$ cat src/logic/kdtg_pkg.sv
// package of constants for the keypad dual tone generator
package kdtg_pkg;

  // ==========================================================
  // clocking and keypad geometry
  localparam int CLK_HZ = 50000000;
  localparam int NUM_ROWS = 4;
  localparam int NUM_COLS = 4;
  localparam int SYNC_STAGES = 3;

  // ==========================================================
  // sine converter steps and code layout
  localparam int SINE_STEPS = 28;
  localparam int HALF_STEPS = SINE_STEPS / 2;
  localparam int QUART_STEPS = SINE_STEPS / 4;
  localparam int PHASE_W = 5;
  localparam int CODE_W = 8;
  localparam int DIV_W = 12;
  localparam int LEVEL_W = 10;
  localparam logic [PHASE_W-1:0] PHASE_LAST = 5'h1B;

  // ==========================================================
  // tone frequencies in hz, low group by row, high group by column
  localparam int LOW_HZ_R0 = 697;
  localparam int LOW_HZ_R1 = 770;
  localparam int LOW_HZ_R2 = 852;
  localparam int LOW_HZ_R3 = 941;
  localparam int HIGH_HZ_C0 = 1209;
  localparam int HIGH_HZ_C1 = 1336;
  localparam int HIGH_HZ_C2 = 1477;
  localparam int HIGH_HZ_C3 = 1633;

  // clock cycles per sine step, rounded to nearest
  function automatic logic [DIV_W-1:0] step_div(input int hz);
    int d;
    d = (CLK_HZ + (hz * SINE_STEPS) / 2) / (hz * SINE_STEPS);
    return d[DIV_W-1:0];
  endfunction

  localparam logic [DIV_W-1:0] LOW_DIV_R0 = step_div(LOW_HZ_R0);
  localparam logic [DIV_W-1:0] LOW_DIV_R1 = step_div(LOW_HZ_R1);
  localparam logic [DIV_W-1:0] LOW_DIV_R2 = step_div(LOW_HZ_R2);
  localparam logic [DIV_W-1:0] LOW_DIV_R3 = step_div(LOW_HZ_R3);
  localparam logic [DIV_W-1:0] HIGH_DIV_C0 = step_div(HIGH_HZ_C0);
  localparam logic [DIV_W-1:0] HIGH_DIV_C1 = step_div(HIGH_HZ_C1);
  localparam logic [DIV_W-1:0] HIGH_DIV_C2 = step_div(HIGH_HZ_C2);
  localparam logic [DIV_W-1:0] HIGH_DIV_C3 = step_div(HIGH_HZ_C3);

  // ==========================================================
  // output levels and reset values
  localparam logic [LEVEL_W-1:0] IDLE_OFFSET_LEVEL = 10'h200;
  localparam logic [LEVEL_W-1:0] LEVEL_OFF = 10'h000;
  localparam logic [CODE_W-1:0] CODE_ZERO = 8'h00;
  localparam logic [DIV_W-1:0] DIV_RESET = 12'h000;

  // generator states
  typedef enum logic [1:0] {
    KDTG_IDLE,
    KDTG_HOLD,
    KDTG_TONE
  } kdtg_state_type;

endpackage

$ cat src/logic/kdtg_sync.sv
// three-stage level synchroniser with agreement filter
`timescale 1ns/1ps

module kdtg_sync #(
  parameter int WIDTH = 4,
  parameter logic [WIDTH-1:0] RESET_VAL = '1
) (
  // clock and reset
  input wire logic clk,
  input wire logic rst_n,
  // asynchronous levels and filtered result
  input wire logic [WIDTH-1:0] async_in,
  output logic [WIDTH-1:0] sync_out
);

  // ==========================================================
  // per-bit chain
  genvar gi;
  generate
    for (gi = 0; gi < WIDTH; gi++) begin : g_bit
      logic s1_r;
      logic s2_r;
      logic s3_r;
      logic out_r;
      // first stage feeds only the second
      always_ff @(posedge clk) begin
        if (!rst_n) begin
          s1_r <= RESET_VAL[gi];
          s2_r <= RESET_VAL[gi];
          s3_r <= RESET_VAL[gi];
        end else begin
          s1_r <= async_in[gi];
          s2_r <= s1_r;
          s3_r <= s2_r;
        end
      end
      // accept a change only once two later stages agree
      always_ff @(posedge clk) begin
        if (!rst_n) begin
          out_r <= RESET_VAL[gi];
        end else if (s2_r == s3_r) begin
          out_r <= s3_r;
        end
      end
      assign sync_out[gi] = out_r;
    end
  endgenerate

endmodule // kdtg_sync

$ cat src/logic/kdtg_tone.sv
// one tone group: programmable step divider and 28-step sine table
`timescale 1ns/1ps

module kdtg_tone
  import kdtg_pkg::*;
(
  // clock and reset
  input wire logic clk,
  input wire logic rst_n,
  // control
  input wire logic run,
  input wire logic [DIV_W-1:0] div_ratio,
  // sine code, two's complement, and step pulse
  output logic [CODE_W-1:0] code_r,
  output logic step_r
);

  logic [DIV_W-1:0] cnt_r;
  logic [PHASE_W-1:0] phase_r;
  logic wrap;

  // quarter wave magnitude, amplitude 100
  function automatic logic [CODE_W-1:0] quarter(input logic [PHASE_W-1:0] q);
    case (q)
      5'h00: quarter = 8'h00;
      5'h01: quarter = 8'h16;
      5'h02: quarter = 8'h2B;
      5'h03: quarter = 8'h3E;
      5'h04: quarter = 8'h4E;
      5'h05: quarter = 8'h5A;
      5'h06: quarter = 8'h61;
      5'h07: quarter = 8'h64;
      default: quarter = 8'h00;
    endcase
  endfunction

  // fold a full-cycle phase into sign and quarter index
  function automatic logic [CODE_W-1:0] sine(input logic [PHASE_W-1:0] p);
    logic [PHASE_W-1:0] h;
    logic [PHASE_W-1:0] q;
    logic [CODE_W-1:0] m;
    h = (p >= PHASE_W'(HALF_STEPS)) ? p - PHASE_W'(HALF_STEPS) : p;
    q = (h > PHASE_W'(QUART_STEPS)) ? PHASE_W'(HALF_STEPS) - h : h;
    m = quarter(q);
    sine = (p >= PHASE_W'(HALF_STEPS)) ? CODE_W'(~m + 8'h01) : m;
  endfunction

  assign wrap = (cnt_r >= div_ratio - 12'h001);

  // ==========================================================
  // step divider, held cleared while stopped so each start is in phase
  always_ff @(posedge clk) begin
    if (!rst_n || !run) begin
      cnt_r <= DIV_RESET;
    end else if (wrap) begin
      cnt_r <= DIV_RESET;
    end else begin
      cnt_r <= cnt_r + 12'h001;
    end
  end

  // phase walks 28 equal steps per cycle
  always_ff @(posedge clk) begin
    if (!rst_n || !run) begin
      phase_r <= '0;
      step_r <= 1'b0;
    end else begin
      step_r <= wrap;
      if (wrap) begin
        phase_r <= (phase_r == PHASE_LAST) ? '0 : phase_r + 5'h01; // RL10
      end
    end
  end

  // table code registered, refreshed each step
  always_ff @(posedge clk) begin
    if (!rst_n || !run) begin
      code_r <= CODE_ZERO;
    end else begin
      code_r <= sine(phase_r); // RL16
    end
  end

endmodule // kdtg_tone

$ cat src/logic/kdtg_top.sv
// keypad dual tone generator top: key sensing, tone selection and mixing
`timescale 1ns/1ps

//
// Contract
// [RL1] key valid only with exactly one row and one column low; then start tones
// [RL2] key inputs sensed statically as levels, no scanning; logic levels allowed
// [RL3] with no key active, oscillator stopped and output stage off
// [RL4] column activity without a valid combination keeps the oscillator stopped
// [RL5] tone disable low stops oscillator, output open; high gives normal tones
// [RL6] mute low whenever any key is sensed, regardless of single tone inhibit
// [RL7] inhibit low: single-frequency combinations give no tone, others unchanged
// [RL8] inhibit high: rows-many gives high tone, columns-many low tone, both none
// [RL9] valid press loads both group counters with ratios of its row and column
// [RL10] each group steps its sine converter through 28 equal steps per cycle
// [RL11] rows map to 697..941 hz, columns to 1209..1633 hz
// [RL12] all tone timing derived from the reference clock
// [RL13] output sums both tones, high group emphasised by about 2.7 db
// [RL14] suppressed tone while a key is active holds idle offset, mute asserted
// [RL15] don't-care inputs have no effect in their table rows
// [RL16] each tone presented as sine table codes updated every counter step
// [RL17] single reference clock, tone logic halted while no valid key
module kdtg_top
  import kdtg_pkg::*;
#(
  parameter int ROWS = NUM_ROWS,
  parameter int COLS = NUM_COLS
) (
  // clock and reset
  input wire logic clk,
  input wire logic rst_n,
  // keypad lines, active low
  input wire logic [ROWS-1:0] row_line_n,
  input wire logic [COLS-1:0] column_line_n,
  // mode pins
  input wire logic tone_disable_n,
  input wire logic single_tone_allow,
  // status
  output logic mute_n_r,
  output logic osc_run_r,
  output logic stage_on_r,
  // tone codes and summed level
  output logic [CODE_W-1:0] low_code_r,
  output logic [CODE_W-1:0] high_code_r,
  output logic low_step_r,
  output logic high_step_r,
  output logic [LEVEL_W-1:0] tone_level_r
);

  // ==========================================================
  // synchronised inputs
  logic [ROWS-1:0] row_s_n;
  logic [COLS-1:0] col_s_n;
  logic [1:0] mode_s;

  // levels are sampled continuously, which is the static sensing
  kdtg_sync #(.WIDTH(ROWS), .RESET_VAL('1)) u_row_sync ( // RL2
    .clk(clk),
    .rst_n(rst_n),
    .async_in(row_line_n),
    .sync_out(row_s_n)
  );

  kdtg_sync #(.WIDTH(COLS), .RESET_VAL('1)) u_col_sync (
    .clk(clk),
    .rst_n(rst_n),
    .async_in(column_line_n),
    .sync_out(col_s_n)
  );

  // tone disable resets high (pull-up), inhibit resets low (pull-down)
  kdtg_sync #(.WIDTH(2), .RESET_VAL(2'h1)) u_mode_sync (
    .clk(clk),
    .rst_n(rst_n),
    .async_in({single_tone_allow, tone_disable_n}),
    .sync_out(mode_s)
  );

  // ==========================================================
  // key decode
  logic [ROWS-1:0] row_act;
  logic [COLS-1:0] col_act;
  logic row_one;
  logic row_many;
  logic col_one;
  logic col_many;
  logic any_key;
  logic valid_pair;
  logic low_want;
  logic high_want;
  logic tone_on;
  logic [1:0] row_idx;
  logic [1:0] col_idx;

  // count active lines of a group
  function automatic int count_bits(input logic [7:0] v);
    int n;
    n = 0;
    for (int i = 0; i < 8; i++) begin
      n = n + int'(v[i]);
    end
    return n;
  endfunction

  // index of the lowest active line
  function automatic logic [1:0] first_idx(input logic [3:0] v);
    logic [1:0] r;
    r = 2'h0;
    for (int i = 3; i >= 0; i--) begin
      if (v[i]) begin
        r = 2'(i);
      end
    end
    return r;
  endfunction

  assign row_act = ~row_s_n;
  assign col_act = ~col_s_n;
  assign row_one = (count_bits(8'(row_act)) == 1);
  assign row_many = (count_bits(8'(row_act)) > 1);
  assign col_one = (count_bits(8'(col_act)) == 1);
  assign col_many = (count_bits(8'(col_act)) > 1);
  assign any_key = (|row_act) | (|col_act);
  assign valid_pair = row_one & col_one; // RL1
  assign row_idx = first_idx(4'(row_act));
  assign col_idx = first_idx(4'(col_act));

  // group selection; for a valid pair the inhibit pin is ignored
  always_comb begin
    low_want = 1'b0;
    high_want = 1'b0;
    if (valid_pair) begin
      low_want = 1'b1; // RL15
      high_want = 1'b1;
    end else if (mode_s[1]) begin
      low_want = row_one & col_many; // RL8
      high_want = row_many & col_one; // RL8
    end else begin
      low_want = 1'b0; // RL7
      high_want = 1'b0; // RL7
    end
  end

  // disable pin overrides everything else
  assign tone_on = mode_s[0] & (low_want | high_want); // RL5

  // ==========================================================
  // state machine: idle, key held but silent, tone
  kdtg_state_type state_r;
  kdtg_state_type state_nxt;

  always_comb begin
    state_nxt = state_r;
    case (state_r)
      KDTG_IDLE: begin
        if (tone_on) begin
          state_nxt = KDTG_TONE; // RL1
        end else if (any_key) begin
          state_nxt = KDTG_HOLD; // RL4
        end
      end
      KDTG_HOLD: begin
        if (tone_on) begin
          state_nxt = KDTG_TONE;
        end else if (!any_key) begin
          state_nxt = KDTG_IDLE;
        end
      end
      KDTG_TONE: begin
        if (!any_key) begin
          state_nxt = KDTG_IDLE; // RL3
        end else if (!tone_on) begin
          state_nxt = KDTG_HOLD; // RL14
        end
      end
      default: state_nxt = KDTG_IDLE;
    endcase
  end

  always_ff @(posedge clk) begin
    if (!rst_n) begin
      state_r <= KDTG_IDLE;
    end else begin
      state_r <= state_nxt;
    end
  end

  // ==========================================================
  // divide ratios, loaded from the row and column of the press
  logic [DIV_W-1:0] low_div_r;
  logic [DIV_W-1:0] high_div_r;
  logic low_en_r;
  logic high_en_r;

  always_ff @(posedge clk) begin
    if (!rst_n) begin
      low_div_r <= DIV_RESET;
      high_div_r <= DIV_RESET;
    end else if (tone_on) begin
      case (row_idx) // RL9
        2'h0: low_div_r <= LOW_DIV_R0; // RL11
        2'h1: low_div_r <= LOW_DIV_R1;
        2'h2: low_div_r <= LOW_DIV_R2;
        default: low_div_r <= LOW_DIV_R3;
      endcase
      case (col_idx)
        2'h0: high_div_r <= HIGH_DIV_C0; // RL11
        2'h1: high_div_r <= HIGH_DIV_C1;
        2'h2: high_div_r <= HIGH_DIV_C2;
        default: high_div_r <= HIGH_DIV_C3;
      endcase
    end
  end

  // per-group run enables follow the decode one cycle later, with the ratios
  always_ff @(posedge clk) begin
    if (!rst_n) begin
      low_en_r <= 1'b0;
      high_en_r <= 1'b0;
    end else begin
      low_en_r <= tone_on & low_want;
      high_en_r <= tone_on & high_want;
    end
  end

  // ==========================================================
  // tone groups; stopped counters stand for the halted oscillator
  logic [CODE_W-1:0] low_code;
  logic [CODE_W-1:0] high_code;
  logic low_step;
  logic high_step;

  kdtg_tone u_low_tone ( // RL12
    .clk(clk),
    .rst_n(rst_n),
    .run(low_en_r), // RL17
    .div_ratio(low_div_r),
    .code_r(low_code),
    .step_r(low_step)
  );

  kdtg_tone u_high_tone (
    .clk(clk),
    .rst_n(rst_n),
    .run(high_en_r), // RL17
    .div_ratio(high_div_r),
    .code_r(high_code),
    .step_r(high_step)
  );

  // ==========================================================
  // mixer: high group scaled by 11/8, about 2.77 db
  logic signed [LEVEL_W:0] low_ext;
  logic signed [LEVEL_W:0] high_ext;
  logic signed [LEVEL_W:0] high_emph;
  logic signed [LEVEL_W:0] mix;

  assign low_ext = (LEVEL_W + 1)'(signed'(low_code));
  assign high_ext = (LEVEL_W + 1)'(signed'(high_code));
  // shifts instead of a multiplier; 0.07 db error is within tolerance
  assign high_emph = high_ext + (high_ext >>> 2) + (high_ext >>> 3); // RL13
  assign mix = signed'({1'b0, IDLE_OFFSET_LEVEL}) + low_ext + high_emph; // RL13

  // summed level; offset alone while holding a key, zero while idle
  always_ff @(posedge clk) begin
    if (!rst_n) begin
      tone_level_r <= LEVEL_OFF;
    end else if (state_r == KDTG_TONE) begin
      tone_level_r <= mix[LEVEL_W-1:0];
    end else if (state_r == KDTG_HOLD) begin
      tone_level_r <= IDLE_OFFSET_LEVEL; // RL14
    end else begin
      tone_level_r <= LEVEL_OFF; // RL3
    end
  end

  // ==========================================================
  // status pins
  always_ff @(posedge clk) begin
    if (!rst_n) begin
      mute_n_r <= 1'b1;
      osc_run_r <= 1'b0;
      stage_on_r <= 1'b0;
    end else begin
      mute_n_r <= ~any_key; // RL6
      osc_run_r <= (state_r == KDTG_TONE); // RL4
      // stage open when disabled or idle, driven while holding offset
      stage_on_r <= (state_r == KDTG_TONE) | ((state_r == KDTG_HOLD) & mode_s[0]); // RL5
    end
  end

  // registered copies of the group codes for an external converter
  always_ff @(posedge clk) begin
    if (!rst_n) begin
      low_code_r <= CODE_ZERO;
      high_code_r <= CODE_ZERO;
      low_step_r <= 1'b0;
      high_step_r <= 1'b0;
    end else begin
      low_code_r <= low_code; // RL16
      high_code_r <= high_code;
      low_step_r <= low_step;
      high_step_r <= high_step;
    end
  end

endmodule // kdtg_top

$ cat config.mk
export PLATFORM = sky130hd
export DESIGN_NAME = kdtg_top
export DESIGN_NICKNAME = d
export VERILOG_FILES = /design/src/logic/kdtg_pkg.sv /design/src/logic/kdtg_sync.sv /design/src/logic/kdtg_tone.sv /design/src/logic/kdtg_top.sv
export SDC_FILE = /design/constraint.sdc
export NUM_CORES = 1
export LEC_CHECK = 0
export ABC_AREA = 1
export BUFFER_PORTS_ARGS = -buffer_cell sky130_fd_sc_hd__buf_2
export CORE_ASPECT_RATIO = 0.7
export CORE_MARGIN = 8
export CORE_UTILIZATION = 40
export DETAILED_ROUTE_END_ITERATION = 7
export PLACE_DENSITY = 0.68
export SYNTH_ARGS = -nofsm -noshare
export SYNTH_HDL_FRONTEND = slang
export SYNTH_SLANG_ARGS = --single-unit
$ cat constraint.sdc
create_clock -name clk -period 4.4 [get_ports clk]
set_input_delay 0.88 -clock clk [delete_from_list [all_inputs] [get_ports clk]]
set_output_delay 0.88 -clock clk [all_outputs]
set_load 0.02 [all_outputs]
==> results.tsv <==
stage	metric	value	unit
detailed_routing	wl_per_cell	12.9	um
placement	hpwl	11200	um
timing	clock.fmax	299	MHz
die	rows	41	
yosys	yosysTopAreaCell	dfxtp_1	
grt	grt_max_degree	44	
worst_setup_path	cp_common_cell	nand2_1	
worst_setup_path	crit_fanout	4	
yosys	synth_flop_cell	dfxtp_1	
yosys	synthAdderAreaFrac	16.1	%
grt	antenna_found_initial	0	
yosys	synth_compound_area_share	9.68	%
grt	grt.overflow.total	0	
worst_setup_path	arrival	3650	ps
die	pin_count	43	
timing	hold_viol	0	
yosys	synth_nets	994	
timing	setup_tns	0	ps
clock_network	clockRootBuffer	clkbuf_16	
die	dieWidth	178	um
yosys	synth_area	0.00737	mm2
timing	finalCritPeriodShare	76.1	%
cells_and_area	drive_gt1_share	15.8	%
grt	grt_use_total	13.9	%
placement	port_buffers	42	
pwr	ir_drop	0.000247	V
detailed_routing	vias	5769	
yosys	yosysSeqAreaShare	38.6	%
die	die_h	130	um
clock_network	cts_buffer_depth	2	
yosys	synth_cell_types	44	
detailed_routing	viasPerCell	4.84	
timing	slew_headroom	56.0	%
yosys	avgSynthCellArea	8.23	um2
clock_network	cts_hold_buf	0	
detailed_routing	drc_errors	0	
cells_and_area	final.fill_count	1713	
timing	finalClockSkew	9.71	ps
timing	setup_viol	0	
cells_and_area	instances_no_fill	1192	
timing	rsz0062_at_grt	false	
yosys	synth_enable_flop_cells	0	
placement	place_inst	1160	
yosys	synthMuxAreaShare	0	%
worst_setup_path	slowest_delay	470	ps
detailed_routing	first_pass_iters	5	
run	cap_viol_max_count	0	
min_path	hp-class	register to register	
worst_setup_path	rrSetupSlack	1050	ps
worst_setup_path	path_class	register to register	
grt	first_global_vias	5392	
worst_setup_path	path_cells	fa_1 > fa_1 > ha_1 > fa_1 > nand2_1 > inv_1 > o21ai_0 > nand2_1 > a21oi_1 > o21bai_1 > nand2_1 > nand2_1 > a21oi_1 > nor2_1 > o21ai_0 > a21oi_1	
clock_network	numCtsBuffers	17	
clock_network	clock_latency	430	ps
clock_network	numClockSinks	142	
timing	timing.final.crit_period	3350	ps
yosys	synthXorXnorAreaFrac	2.85	%
pwr	power	0.00277	W
worst_setup_path	end_kind	register	
worst_setup_path	critPathLaunchType	register	
clock_network	h-tree-depth	4	
cells_and_area	n_antenna_cell	0	
die	start_util	40.9	%
cells_and_area	syn2layout_area_growth	14.1	%
worst_setup_path	crit_required	4700	ps
cells_and_area	fin_util	46.7	%
yosys	ys_ff_latch	142	
clock_network	cts_setup_buffers	0	
grt	grt_pass1_wl	26100	um
placement	gp_congestion	0.908	
pwr	power_density	330	mW/mm2
detailed_routing	ant_nets	0	
die	core-area	0.0180	mm2
yosys	async_flop_share	0	%
worst_setup_path	crit_slowest_cell	fa_1	
cells_and_area	fin_nets	1042	
yosys	syn_inst	895	
timing	final_max_slew_viol_count	0	
yosys	synthTopCellsByArea	dfxtp_1, ha_1, nand2_1	
clock_network	clkTransAtPathRegs	70	ps
yosys	yosys.area_share.simple	25.7	%
yosys	yosys.area.top_type_share	38.6	%
timing	worst_slew_pin_slew	658	ps
clock_network	cts_tree	built	
detailed_routing	drtIter0Drc	509	
detailed_routing	routed_wl	15400	um
die	dieArea	0.0231	mm2
pwr	p_leak	4.16	nW
clock_network	cts_resized	0	
outcome	status	complete, no violations	
yosys	synth_top_family_by_area	simple AND/OR/NAND/NOR gates	
yosys	synth_warnings	0	
==> worst max-delay path: cells and delay by family, from the launching register on <==
kind / cells / cell delay (ps)
simple gates: 5 / 390
buf+inv: 1 / 60
flops: 1 / 430
fa+ha+maj: 4 / 1570
compound gates: 6 / 800
==> per-stage QoR <==
stage,cell area (um2),setup slack [ps],hold WS (ps)
3_3_place_gp,7820,1200,399
4_1_cts,8400,1050,413
5_1_grt,8400,703,428
2_1_floorplan,7370,1370,390
3_5_place_dp,7820,1120,397
6_report,8400,1050,413
==> synth_stat cells (2+ instances only) <==
library cell,instances
o21bai_1,2
nand3_1,44
nand3_2,11
o211ai_1,5
o21a_1,2
or2_2,31
nand2_1,150
dfxtp_1,142
a211oi_1,3
nand2_2,11
ha_1,74
clkbuf_1,11
o22ai_1,2
a31oi_1,5
nand3b_1,3
nor2_4,3
a21oi_1,56
nor3_1,9
xor2_1,14
nand4_1,18
inv_1,115
nand4_4,2
buf_6,2
nor3b_1,12
nand2_4,7
buf_1,2
nor2_1,77
inv_2,2
fa_1,13
o21ai_0,44
xnor2_1,10
==> power breakdown <==
part	total (W)	switching (W)	internal, W
sequential	0.00130	0.00000418	0.00130
clock	0.00144	0.000635	0.000807
combinational	0.0000317	0.0000183	0.0000134
total	0.00277	0.000657	0.00212
==> layout make-up <==
| class | count | area [um2] | share of cell area (%) |
|---|---|---|---|
| multi-input combinational | 620 | 4010 | 47.7 |
| inverter | 117 | 439 | 5.23 |
| clock inverter | 15 | 161 | 1.92 |
| timing repair buffer | 45 | 233 | 2.77 |
| clock buffer | 17 | 425 | 5.06 |
| sequential | 142 | 2840 | 33.8 |
| tap | 236 | 295 | 3.51 |
==> metal layers <==
metal,wire [um],vias to the layer above,global-route usage [%]
li1,-,3016,-
met1,8390,2626,20.1
met2,6040,111,19.8
met3,759,16,3.92
met4,165,0,3.64
met5,0,-,0
==> logic make-up after synthesis <==
kind of cell / count (synthesis)
AOI/OAI and AO/OA: 127
adders and majority gates: 87
xor gates and xnor gates: 24
buffers and inverters: 133
and+or+nand+nor: 382
DFF: 142
==> final timing paths <==
kind	startpoint	to	cells past startpoint
worst min-delay path	u_row_sync.g_bit[0].s1_r	u_row_sync.g_bit[0].s2_r	1
worst max-delay path	u_high_tone.code_r[3]	tone_level_r[9]	16
worst max register to register	u_high_tone.code_r[3]	tone_level_r[9]	16
worst min register to register	u_row_sync.g_bit[0].s1_r	u_row_sync.g_bit[0].s2_r	1
==> state kept, by name, indices dropped and copies added, names as in the netlist, 5 cells and up <==
signal and cells:
low_div_r 8, u_high_tone.phase_r 5, u_low_tone.phase_r 5, tone_level_r 10, u_high_tone.cnt_r 12, high_div_r 7, u_low_tone.cnt_r 12, u_low_tone.code_r 8
high_code_r 8, low_code_r 8, u_high_tone.code_r 8
==> placed cells by master, fill, tap and decap left out, types with 2 or more instances in the layout <==
cell type,n
a211oi_1,3
dfxtp_1,142
buf_4,3
nor3_1,9
nor2_4,3
a31oi_1,5
nand4_1,18
inv_6,7
nand3_1,44
nand2_4,7
o21ai_0,44
nand3b_1,3
clkbuf_16,17
or2_2,31
nand2_1,150
inv_2,2
inv_8,4
xor2_1,14
nand3_2,11
o22ai_1,2
clkinv_4,2
nand4_4,2
o211ai_1,5
buf_2,42
xnor2_1,10
nor2_1,77
nand2_2,11
a21oi_1,56
o21bai_1,2
o21a_1,2
nor3b_1,12
inv_1,115
ha_1,74
fa_1,13
Note: power is estimated with default switching activity, not from simulation.
